`src/include/card_port_pkg.sv`:
```
// Shared constants and types for the card register port and its host end
package card_port_pkg;
  // Configuration modes of the card
  typedef enum logic [1:0] {
    MODE_MEMORY,
    MODE_CONTIG,
    MODE_PRIMARY,
    MODE_SECONDARY
  } map_mode_type;
  // Task register offsets inside the block
  localparam logic [3:0] OFS_DATA = 4'h0;
  localparam logic [3:0] OFS_FAULT = 4'h1;
  localparam logic [3:0] OFS_DRIVE_HEAD = 4'h6;
  localparam logic [3:0] OFS_COMMAND = 4'h7;
  localparam logic [3:0] OFS_DATA_COPY = 4'h8;
  localparam logic [3:0] OFS_FAULT_COPY = 4'hd;
  localparam logic [3:0] OFS_ALT_STATUS = 4'he;
  // Standard I/O bases
  localparam logic [10:0] PRI_BASE = 11'h1f0;
  localparam logic [10:0] PRI_ALT = 11'h3f6;
  localparam logic [10:0] SEC_BASE = 11'h170;
  localparam logic [10:0] SEC_ALT = 11'h376;
  localparam logic [7:0] CMD_DIAG = 8'h90;
  localparam logic [7:0] STATUS_READY = 8'h50;
  localparam logic [7:0] DIAG_PASS = 8'h01;
  localparam int DRIVE_BIT = 4;
  localparam int IDX_BIT = 1;
  // Busy time after reset
  localparam int BUSY_TIME_NS = 1000;
  localparam int CLK_PERIOD_NS = 8;
  localparam int BUSY_CYCLES = BUSY_TIME_NS / CLK_PERIOD_NS;
  localparam int IDX_PERIOD = 64;
  // Host APB register map
  localparam logic [7:0] APB_CTRL = 8'h00;
  localparam logic [7:0] APB_DATA = 8'h04;
  localparam logic [7:0] APB_STATUS = 8'h08;
  localparam logic [7:0] APB_IRQ_STAT = 8'h0c;
  localparam logic [7:0] APB_IRQ_CLR = 8'h10;
  localparam logic [7:0] APB_IRQ_EN = 8'h14;
  localparam int CTRL_GO = 0;
  localparam int CTRL_WRITE = 1;
  localparam int CTRL_WORD = 2;
  localparam int CTRL_ADDR_LSB = 8;
  localparam int IRQ_DONE = 0;
  localparam int IRQ_READY = 1;
  localparam int STROBE_CYCLES = 4;
endpackage

```
`src/include/card_bus_if.sv`:
```
// Card slot signals between host socket and card
`timescale 1ns/1ns
`default_nettype none
interface card_bus_if;
  logic [10:0] addr;
  logic ce1_n;
  logic ce2_n;
  logic iord_n;
  logic iowr_n;
  logic [15:0] host_d;
  logic host_d_oe;
  logic [15:0] card_d;
  logic card_d_oe;
  logic iois16_n;
  logic ready_busy;
  logic socket_copy;
  modport host (
    output addr, ce1_n, ce2_n, iord_n, iowr_n, host_d, host_d_oe, socket_copy,
    input card_d, card_d_oe, iois16_n, ready_busy
  );
  modport card (
    input addr, ce1_n, ce2_n, iord_n, iowr_n, host_d, host_d_oe, socket_copy,
    output card_d, card_d_oe, iois16_n, ready_busy
  );
endinterface
`default_nettype wire

```
`src/logic/ata_card_device.sv`:
```
// Card end: decode, byte lanes, task registers and busy line
//
// The APB interface to the registers was left to the implementer.
`timescale 1ns/1ns
`default_nettype none
module ata_card_device
  import card_port_pkg::*;
#(
  parameter int BUSY_LEN = BUSY_CYCLES,
  parameter bit HAS_IDX = 1'b1
) (
  input wire logic i_sys_clk,
  input wire logic i_nrst,
  card_bus_if.card bus,
  input wire map_mode_type i_mode,
  input wire logic i_soft_reset,
  output logic o_irq_mem,
  output logic o_busy
);
  // Busy counter is 16 bits wide
  if (BUSY_LEN < 1 || BUSY_LEN > 65536) begin : g_busy_len_check
    $error("BUSY_LEN must be between 1 and 65536");
  end
  // Pin synchronisers
  logic [1:0] ce1_s, ce2_s, rd_s, wr_s;
  logic [10:0] addr_s1, addr_s2;
  logic [15:0] d_s1, d_s2;
  logic copy_s1, copy_s2;
  always_ff @(posedge i_sys_clk or negedge i_nrst) begin
    if (!i_nrst) begin
      ce1_s <= 2'h3;
      ce2_s <= 2'h3;
      rd_s <= 2'h3;
      wr_s <= 2'h3;
      addr_s1 <= 11'h000;
      addr_s2 <= 11'h000;
      d_s1 <= 16'h0000;
      d_s2 <= 16'h0000;
      copy_s1 <= 1'b0;
      copy_s2 <= 1'b0;
    end else begin
      ce1_s <= {ce1_s[0], bus.ce1_n};
      ce2_s <= {ce2_s[0], bus.ce2_n};
      rd_s <= {rd_s[0], bus.iord_n};
      wr_s <= {wr_s[0], bus.iowr_n};
      addr_s1 <= bus.addr;
      addr_s2 <= addr_s1;
      d_s1 <= bus.host_d;
      d_s2 <= d_s1;
      copy_s1 <= bus.socket_copy;
      copy_s2 <= copy_s1;
    end
  end
  // Active-high enables from low-asserted pins
  logic ce1, ce2, any_ce, rd, wr;
  assign ce1 = !ce1_s[1];
  assign ce2 = !ce2_s[1];
  assign any_ce = ce1 || ce2;
  assign rd = any_ce && !rd_s[1];
  assign wr = any_ce && !wr_s[1];
  // Address decode per mode, returns hit and block offset
  function automatic logic [4:0] decode(input logic [10:0] a, input map_mode_type m);
    logic [10:0] base, alt;
    decode = 5'h00;
    base = (m == MODE_PRIMARY) ? PRI_BASE : SEC_BASE;
    alt = (m == MODE_PRIMARY) ? PRI_ALT : SEC_ALT;
    if (m == MODE_MEMORY || m == MODE_CONTIG) begin
      decode = {1'b1, a[3:0]};
    end else if (a[10:3] == base[10:3]) begin
      decode = {1'b1, 1'b0, a[2:0]};
    end else if (a[10:1] == alt[10:1]) begin
      decode = {1'b1, 3'h7, a[0]};
    end
  endfunction
  logic [4:0] hit;
  logic [3:0] ofs, reg_ofs;
  logic wide_mode;
  assign hit = decode(addr_s2, i_mode);
  assign wide_mode = (i_mode == MODE_MEMORY) || (i_mode == MODE_CONTIG);
  assign ofs = hit[3:0];
  // Register offset of access; CE2 alone selects the odd byte
  assign reg_ofs = (ce2 && !ce1) ? (ofs | 4'h1) : ofs;
  // Task register state
  logic [15:0] data_reg;
  logic [7:0] fault_reg, feature_reg, dh_reg, status_reg;
  logic [15:0] busy_cnt_reg;
  logic busy_reg, busy_d_reg;
  logic wr_d_reg;
  logic [5:0] idx_cnt_reg;
  logic drive_pos_reg;
  logic is_data, is_fault;
  // Odd byte at offset 1 through CE1 is the fault register, not data
  assign is_data = !is_fault && ((reg_ofs[3:1] == OFS_DATA[3:1]) ||
                   (wide_mode && reg_ofs[3:1] == OFS_DATA_COPY[3:1]));
  assign is_fault = (!ce2 && reg_ofs == OFS_FAULT) ||
                    (wide_mode && reg_ofs == OFS_FAULT_COPY);
  // Drive position latched from the copy register, no strap
  always_ff @(posedge i_sys_clk or negedge i_nrst) begin
    if (!i_nrst) drive_pos_reg <= 1'b0;
    else if (busy_reg) drive_pos_reg <= copy_s2;
  end
  // Busy timer after power-on, hardware or soft reset
  always_ff @(posedge i_sys_clk or negedge i_nrst) begin
    if (!i_nrst) begin
      busy_cnt_reg <= 16'h0000;
      busy_reg <= 1'b1;
    end else if (i_soft_reset) begin
      busy_cnt_reg <= 16'h0000;
      busy_reg <= 1'b1;
    end else if (busy_reg) begin
      busy_cnt_reg <= busy_cnt_reg + 16'h0001;
      if (busy_cnt_reg == 16'(BUSY_LEN - 1)) busy_reg <= 1'b0;
    end
  end
  // Register writes on strobe edge
  logic wr_edge, selected;
  assign wr_edge = wr && !wr_d_reg && hit[4] && !busy_reg;
  assign selected = (dh_reg[DRIVE_BIT] == drive_pos_reg);
  always_ff @(posedge i_sys_clk or negedge i_nrst) begin
    if (!i_nrst) begin
      wr_d_reg <= 1'b0;
      data_reg <= 16'h0000;
      feature_reg <= 8'h00;
      dh_reg <= 8'h00;
      fault_reg <= 8'h00;
    end else begin
      wr_d_reg <= wr;
      if (wr_edge) begin
        if (is_data) begin
          if (ce1 && !reg_ofs[0]) data_reg[7:0] <= d_s2[7:0];
          if (ce2) data_reg[15:8] <= d_s2[15:8];
          else if (reg_ofs[0]) data_reg[15:8] <= d_s2[7:0];
        end else if (is_fault) begin
          feature_reg <= ce2 ? d_s2[15:8] : d_s2[7:0];
        end else if (reg_ofs == OFS_DRIVE_HEAD) begin
          dh_reg <= d_s2[7:0];
        end else if (reg_ofs == OFS_COMMAND && d_s2[7:0] == CMD_DIAG && selected) begin
          fault_reg <= DIAG_PASS;
        end
      end
    end
  end
  // Index bit pulses high one cycle in every 64 when present
  always_ff @(posedge i_sys_clk or negedge i_nrst) begin
    if (!i_nrst) idx_cnt_reg <= 6'h00;
    else idx_cnt_reg <= idx_cnt_reg + 6'h01;
  end
  always_comb begin
    status_reg = busy_reg ? 8'h80 : STATUS_READY;
    if (HAS_IDX) status_reg[IDX_BIT] = (idx_cnt_reg == 6'(IDX_PERIOD - 1));
  end
  // Read byte at odd or even register
  logic [7:0] even_b, odd_b;
  always_comb begin
    even_b = 8'h00;
    odd_b = 8'h00;
    if (is_data) begin
      even_b = data_reg[7:0];
      odd_b = data_reg[15:8];
    end else begin
      odd_b = is_fault ? fault_reg : 8'h00;
      if ({reg_ofs[3:1], 1'b0} == OFS_DRIVE_HEAD) even_b = dh_reg;
      if (reg_ofs == OFS_COMMAND) odd_b = status_reg;
      if (reg_ofs == OFS_ALT_STATUS) even_b = status_reg; // Even offset 0xe
      if (reg_ofs == OFS_DRIVE_HEAD) even_b = dh_reg;
    end
  end
  // Data pins from flip-flops
  always_ff @(posedge i_sys_clk or negedge i_nrst) begin
    if (!i_nrst) begin
      bus.card_d <= 16'h0000;
      bus.card_d_oe <= 1'b0;
    end else begin
      bus.card_d_oe <= rd && hit[4];
      if (ce2) bus.card_d <= {odd_b, ce1 ? even_b : 8'h00};
      else if (reg_ofs[0]) bus.card_d <= {8'h00, odd_b};
      else bus.card_d <= {8'h00, even_b};
    end
  end
  // Word acknowledge for the data register only
  assign bus.iois16_n = !(any_ce && hit[4] && is_data);
  // Ready high, busy low
  assign bus.ready_busy = !busy_reg;
  assign o_busy = busy_reg;
  // Busy-to-ready event in memory mode
  always_ff @(posedge i_sys_clk or negedge i_nrst) begin
    if (!i_nrst) begin
      busy_d_reg <= 1'b1;
      o_irq_mem <= 1'b0;
    end else begin
      busy_d_reg <= busy_reg;
      o_irq_mem <= busy_d_reg && !busy_reg && i_mode == MODE_MEMORY;
    end
  end
endmodule
`default_nettype wire

```
`src/flat_wrapper.sv`:
```
// flat-port wrapper written by rule: the top's interface ports become plain ports
module ata_card_device_flat import card_port_pkg::*;
#(
  parameter int BUSY_LEN = BUSY_CYCLES,
  parameter bit HAS_IDX = 1'b1
)
  (i_sys_clk, i_nrst, i_mode, i_soft_reset, o_irq_mem, o_busy, bus_addr, bus_ce1_n, bus_ce2_n, bus_iord_n, bus_iowr_n, bus_host_d, bus_host_d_oe, bus_socket_copy, bus_card_d, bus_card_d_oe, bus_iois16_n, bus_ready_busy);
  card_bus_if bus_i ();
  input wire logic i_sys_clk;
  input wire logic i_nrst;
  input wire map_mode_type i_mode;
  input wire logic i_soft_reset;
  output logic o_irq_mem;
  output logic o_busy;
  input wire logic [$bits(bus_i.addr)-1:0] bus_addr;
  input wire logic [$bits(bus_i.ce1_n)-1:0] bus_ce1_n;
  input wire logic [$bits(bus_i.ce2_n)-1:0] bus_ce2_n;
  input wire logic [$bits(bus_i.iord_n)-1:0] bus_iord_n;
  input wire logic [$bits(bus_i.iowr_n)-1:0] bus_iowr_n;
  input wire logic [$bits(bus_i.host_d)-1:0] bus_host_d;
  input wire logic [$bits(bus_i.host_d_oe)-1:0] bus_host_d_oe;
  input wire logic [$bits(bus_i.socket_copy)-1:0] bus_socket_copy;
  output wire logic [$bits(bus_i.card_d)-1:0] bus_card_d;
  output wire logic [$bits(bus_i.card_d_oe)-1:0] bus_card_d_oe;
  output wire logic [$bits(bus_i.iois16_n)-1:0] bus_iois16_n;
  output wire logic [$bits(bus_i.ready_busy)-1:0] bus_ready_busy;
  assign bus_i.addr = bus_addr;
  assign bus_i.ce1_n = bus_ce1_n;
  assign bus_i.ce2_n = bus_ce2_n;
  assign bus_i.iord_n = bus_iord_n;
  assign bus_i.iowr_n = bus_iowr_n;
  assign bus_i.host_d = bus_host_d;
  assign bus_i.host_d_oe = bus_host_d_oe;
  assign bus_i.socket_copy = bus_socket_copy;
  assign bus_card_d = bus_i.card_d;
  assign bus_card_d_oe = bus_i.card_d_oe;
  assign bus_iois16_n = bus_i.iois16_n;
  assign bus_ready_busy = bus_i.ready_busy;
  ata_card_device #(.BUSY_LEN(BUSY_LEN), .HAS_IDX(HAS_IDX)) u_core (.i_sys_clk(i_sys_clk), .i_nrst(i_nrst), .bus(bus_i), .i_mode(i_mode), .i_soft_reset(i_soft_reset), .o_irq_mem(o_irq_mem), .o_busy(o_busy));
endmodule
```
`config.mk`:
```
export PLATFORM = sky130hd
export DESIGN_NAME = ata_card_device_flat
export DESIGN_NICKNAME = d
export VERILOG_FILES = /design/src/include/card_port_pkg.sv /design/src/include/card_bus_if.sv /design/src/logic/ata_card_device.sv /design/src/flat_wrapper.sv
export SDC_FILE = /design/constraint.sdc
export NUM_CORES = 1
export LEC_CHECK = 0
export BUFFER_PORTS_ARGS = -buffer_cell sky130_fd_sc_hd__buf_2
export CELL_PAD_IN_SITES_DETAIL_PLACEMENT = 0
export CELL_PAD_IN_SITES_GLOBAL_PLACEMENT = 2
export CORE_MARGIN = 2
export CORE_UTILIZATION = 45
export CTS_BUF_LIST = sky130_fd_sc_hd__clkbuf_2 sky130_fd_sc_hd__clkbuf_4 sky130_fd_sc_hd__clkbuf_8
export DETAILED_ROUTE_END_ITERATION = 8
export GPL_TIMING_DRIVEN = 0
export PLACE_DENSITY = 0.86
export SETUP_SLACK_MARGIN = 0.3
export SYNTH_ARGS = -nofsm -noshare
export SYNTH_HDL_FRONTEND = slang
export SYNTH_SLANG_ARGS = --single-unit
```
`constraint.sdc`:
```
create_clock -name i_sys_clk -period 5.57 [get_ports i_sys_clk]
set_input_delay 1.114 -clock i_sys_clk [delete_from_list [all_inputs] [get_ports i_sys_clk]]
set_output_delay 1.114 -clock i_sys_clk [all_outputs]
set_load 0.1 [all_outputs]
```
==> results of run 1 <==
-- power by group --
part / switching (uW) / internal, uW
Clock: 355 / 552
Combinational: 83.0 / 35.4
Sequential: 17.5 / 998
-- final cells by class --
| class | instances | area, um^2 |
|---|---|---|
| Clock buffer | 23 | 304 |
| Buffer | 11 | 60.1 |
| Inverter | 7 | 26.3 |
| Sequential cell | 133 | 3340 |
| Timing Repair Buffer | 57 | 314 |
| Tap cell | 140 | 175 |
| Clock inverter | 9 | 163 |
| Multi-Input combinational cell | 213 | 1580 |
| Fill cell | 941 | 4870 |
-- cell usage after synthesis (3+ instances only) --
cell      number
dfrtp_1      123
nand3_1       11
nor4b_1        3
xnor2_1       10
mux2_4        16
a32oi_1        3
buf_2          3
mux2_1         3
dfstp_2       10
o21a_1         3
nand2b_1       3
nor3_1         4
ha_1           3
mux2i_1       10
clkbuf_1       3
xor2_1        10
a22oi_1        3
nor2_1        32
nand4_1        6
o21ai_1        8
nor4_1         3
buf_1          3
a21oi_1        8
o21ai_0        4
nand2_1       22
inv_1          7
o221ai_1       4
and3_1        11
-- layer usage --
metal	wire length (um)	part of all wire, %
met5	0	0
met3	433	4.8
met1	4300	47
met2	4190	46
met4	157	1.7
-- layout by cell type, fill, tap and decap left out, drive strengths merged, types with 11 or more instances in the layout --
master | synthesis | routed
nand2 | 22 | 22
mux2 | 20 | 20
buf | 8 | 65
o21ai | 12 | 12
nand3 | 12 | 12
nor2 | 32 | 32
dfrtp | 123 | 123
and3 | 11 | 11
clkbuf | 3 | 26
-- metrics by stage --
stage	hold WS (ps)	util (%)	instances	setup slack (ps)	total power (uW)
floorplan	331	-	364	1570	1100
finish	342	55.0	593	1480	2040
CTS	345	55.0	593	1500	2070
detailed placement	335	50.7	561	1510	1150
global route	358	55.0	593	1350	2130
global placement	334	50.4	560	1450	1150
-- logic make-up (layout without fill, tap and decap cells) --
| family | Yosys count | count (layout) | share of synthesized area [%] |
|---|---|---|---|
| flops | 133 | 133 | 66.7 |
| simple gates | 109 | 109 | 11.7 |
| compound gates | 51 | 51 | 7.92 |
| mux | 30 | 30 | 7.69 |
| xor+xnor | 20 | 20 | 3.50 |
| buf+inv | 18 | 107 | 1.72 |
| fa+ha+maj | 3 | 3 | 0.749 |
-- final timing paths --
kind / from / slack [ps] / cells past startpoint / endpoint
worst max-delay path: i_mode[1] / 1480 / 8 / bus_iois16_n
worst min-delay path: u_core.d_s1[2]$_DFF_PN0_ / 340 / 0 / u_core.d_s2[2]$_DFF_PN0_
worst max register to register: u_core.addr_s2[3]$_DFF_PN0_ / 3200 / 6 / u_core.data_reg[1]$_DFFE_PN0P_
worst min register to register: u_core.d_s1[2]$_DFF_PN0_ / 340 / 0 / u_core.d_s2[2]$_DFF_PN0_
max in group asynchronous: i_nrst / 4190 / 2 / u_core.wr_s[0]$_DFF_PN1_
min in group asynchronous: i_nrst / 640 / 1 / u_core.busy_cnt_reg[8]$_DFFE_PN0P_
==> impl_metrics.yaml, run 1 <==
sta:
  period_minus_slack_ps: 4090
  final.setup_skew_ps: 8.48
  drv_slew: 0
  relSlewSlack_pct: 55.7
  worst_pin_slew_ps: 665
  period_share_pct: 73.4
  hold_violations: 0
  fmax_mhz: 244
  setup_viol: 0
  fin_setup_tns_ps: 0
  rsz0062_at_grt: "no"
grt:
  grt_pass1_wl_mm: 15.4
  use_met3_pct: 5.16
  met1_usage_pct: 23.7
  grt_pass1_vias: 3079
  grt-ovfl-total: 0
  antenna_found_initial: 0
  grt_use_total_pct: 17.3
  grt_max_degree: 80
  grtUsageMet2_pct: 25.8
  top_usage_layer: "met2"
yosys:
  async_flop_share_pct: 100
  synth_nets: 405
  ys_types: 57
  syn_inst: 364
  synth_area_leaders: "dfrtp_1, dfstp_2, mux2_4, nor2_1, mux2i_1"
  yosysWarnings: 0
  synth_edf_count: 0
  synth_top_area_cell: "dfrtp_1"
  ys_seq_area_share_pct: 66.7
  yosys_register_bits: 133
  syn-cell-area_um2: 5010
  syn_area_per_cell_um2: 13.8
  netlist.area_leader.share_pct: 61.4
  synth_top_flop_cell: "dfrtp_1"
clock_tree:
  clk_pin_slew_worst_paths_ps: 70
  cts_resized: 0
  clk-insertion-delay-late_ps: 420
  clkSinkCount: 133
  cts_tree: "done"
  cts_buffers: 17
  holdBufCountCts: 0
  cts_root_buffer: "clkbuf_8"
  ctsLongestPathBuffers: 2
  cts_setup_buffers: 0
  htreeDepth: 4
worst_setup_path:
  cpPeakStageDelay_ps: 350
  criticalPathCategory: "primary input to primary output"
  crit_buf_inv: 4
  cp.required_ps: 4460
  critPathMostFrequentCell: "buf_2"
  path_max_fanout: 10
  worstPathCellList: "buf_2 > buf_2 > a31o_2 > o21a_1 > or2_4 > clkbuf_1 > nand3_1 > buf_2"
  critPathCaptureType: "primary output"
  path_delay_family: "buffers and inverters"
  critPathArrivalTime_ps: 2980
  start_kind: "primary input"
  cp_slowest_cell: "clkbuf_1"
place:
  place_congestion: 0.810
  dp_hpwl_mm: 6.50
  port_buffers: 56
  placed_cell_area_um2: 5500
power_and_ir_drop:
  leakage_uw: 0.00284
  powerDensity_nw_per_um2: 342
  ir_drop_v: 0.000144
detailed_routing:
  ant_nets: 0
  detail_route.drc_violations: 0
  routed_via_density: 5.00
  wl_per_cell_um: 15.3
  dr.pass1.iters: 4
  vias: 2963
  drtIter0Drc: 154
  drt-total-wl_mm: 9.08
final_layout:
  nets: 481
  syn_to_final_growth_pct: 19.1
  drive_above_1_share_pct: 28.9
  diodes: 0
  fin_area_um2: 5970
run_status:
  status: "completed"
floorplanning:
  die_x_um: 110
  dieArea_um2: 12000
  row_count: 38
  ios: 59
  core_area_um2: 10800
  chipHeight_um: 110
  start_util_pct: 46.2
worst_hold_path:
  min_path_type: "register to register"
run:
  max_cap_violations: 0
No activity file was read; power rests on OpenSTA's default activity.
==> inputs of run 2 (changes only) <==
- CORE_UTILIZATION: 45 -> 38
- PLACE_DENSITY: 0.86 -> 0.78
- clock period: 5.57 -> 3.4 ns (I/O delays scaled with it)
==> impl_metrics.yaml, run 2 (synthesized netlist as in run 1, its figures left out) <==
sta:
  rsz0062_at_grt: "no"
  setup_viol: 0
  hold_violations: 0
  fmax_mhz: 334
  period_share_pct: 88.0
  drv_slew: 0
  final.setup_skew_ps: 7.57
  period_minus_slack_ps: 2990
  hold_slack_ps: 169
  relSlewSlack_pct: 53.8
  worst_pin_slew_ps: 694
worst_setup_path:
  path_max_fanout: 10
  critPathCaptureType: "primary output"
  start_kind: "register"
  cp.required_ps: 2720
  criticalPathCategory: "register to primary output"
  critPathArrivalTime_ps: 2310
place:
  port_buffers: 56
  dp_hpwl_mm: 6.73
  dp_cells: 593
  placed_cell_area_um2: 5540
  place_congestion: 0.792
clock_tree:
  ctsLongestPathBuffers: 2
  holdBufCountCts: 0
  clk-insertion-delay-late_ps: 440
  cts_tree: "done"
  cts_buffers: 17
  htreeDepth: 4
  clkSinkCount: 133
  cts_root_buffer: "clkbuf_8"
  clk_pin_slew_worst_paths_ps: 70
detailed_routing:
  vias: 2985
  drtIter0Drc: 184
  ant_nets: 0
  wl_per_cell_um: 15.2
  routed_via_density: 4.76
  detail_route.drc_violations: 0
  drt-total-wl_mm: 9.54
  dr.pass1.iters: 4
floorplanning:
  dieArea_um2: 14100
  core_area_um2: 12700
  chipHeight_um: 119
  row_count: 41
  ios: 59
  die_x_um: 119
  start_util_pct: 39.4
grt:
  grt_pass1_wl_mm: 16.4
  grt_use_total_pct: 15.1
  antenna_found_initial: 0
  grt_pass1_vias: 3143
  grt-ovfl-total: 0
  grt_max_degree: 84
final_layout:
  instances_no_fill: 627
  syn_to_final_growth_pct: 20.7
  nets: 483
  drive_above_1_share_pct: 30.1
  final_common_cell: "dfrtp_1"
  fin_area_um2: 6050
  final_cell_mix: "dfrtp_1, buf_2, nor2_1, nand2_1, clkbuf_8"
  diodes: 0
power_and_ir_drop:
  powerDensity_nw_per_um2: 557
  leakage_uw: 0.00285
  power_uw: 3370
  internal_power_uw: 2590
  switchingPower_uw: 779
  combPwrFrac_pct: 6.0
  p_seq_share_pct: 49.4
  ir_drop_v: 0.000342
  power_frac_clock_pct: 44.6
  p_sw_share_pct: 23.2
run_status:
  status: "completed"
worst_hold_path:
  min_path_type: "primary input to async pin"
run:
  max_cap_violations: 0
run 2: stage by stage:
stage / setup TNS (ps) / util (%) / worst slack [ps]
2_1_floorplan: 0 / - / 530
3_3_place_gp: -91.2 / 43.3 / -4.64
3_5_place_dp: 0 / 43.6 / 158
4_1_cts: 0 / 47.5 / 339
5_1_grt: 0 / 47.5 / 314
6_report: 0 / 47.5 / 407
run 2: power groups by stage:
| stage | Combinational, uW | Sequential (uW) | Clock, uW |
|---|---|---|---|
| 6_report | 202 | 1660 | 1500 |
| 5_1_grt | 224 | 1670 | 1630 |
| 4_1_cts | 206 | 1660 | 1550 |
| 3_5_place_dp | 199 | 1690 | 0 |
| 3_3_place_gp | 193 | 1690 | 0 |
| 2_1_floorplan | 79.5 | 1720 | 0 |
run 2: timing repair:
item | in CTS | in global routing
endpoints found under the setup margin | 1 | 1
gates resized for setup | 7 | 2
pin swaps | 0 | 0
cloned | 0 | 0
setup buffers | 2 | 0
run 2: cell type report:
type | count | area [um^2]
fill | 1204 | 6680
sequential | 133 | 3340
multi-input combinational | 213 | 1590
timing repair buffer | 59 | 344
clock buffer | 18 | 241
clock inverter | 14 | 225
tap | 172 | 215
buffer | 11 | 63.8
inverter | 7 | 26.3
run 2: path summary, 6_finish.rpt:
path	start	endpoint	slack, ps	cells past startpoint
min	i_nrst	u_core.addr_s2[4]$_DFF_PN0_	170	1
max	u_core.addr_s2[3]$_DFF_PN0_	bus_iois16_n	410	7
max reg2reg	u_core.ce2_s[1]$_DFF_PN1_	u_core.bus.card_d[5]$_DFF_PN0_	1010	7
min reg2reg	u_core.addr_s1[7]$_DFF_PN0_	u_core.addr_s2[7]$_DFF_PN0_	350	0
min in group i_sys_clk	bus_ce1_n	u_core.ce1_s[0]$_DFF_PN1_	330	1
max in group asynchronous	i_nrst	u_core.ce1_s[1]$_DFF_PN1_	2480	2
run 2: worst max-delay path, cell delays in order, from the launching register on:
cell and delay, ps:
dfrtp_2 400, nand4b_4 200, or2_4 300, o21a_4 260
or2_4 270, buf_4 180, nand3_2 100, buf_12 180
run 2: routing by layer:
metal / track usage, % / part of all wire [%]
met5: 0 / 0
met3: 4.60 / 5.2
met4: 5.80 / 1.6
met2: 22.5 / 45
met1: 20.7 / 48
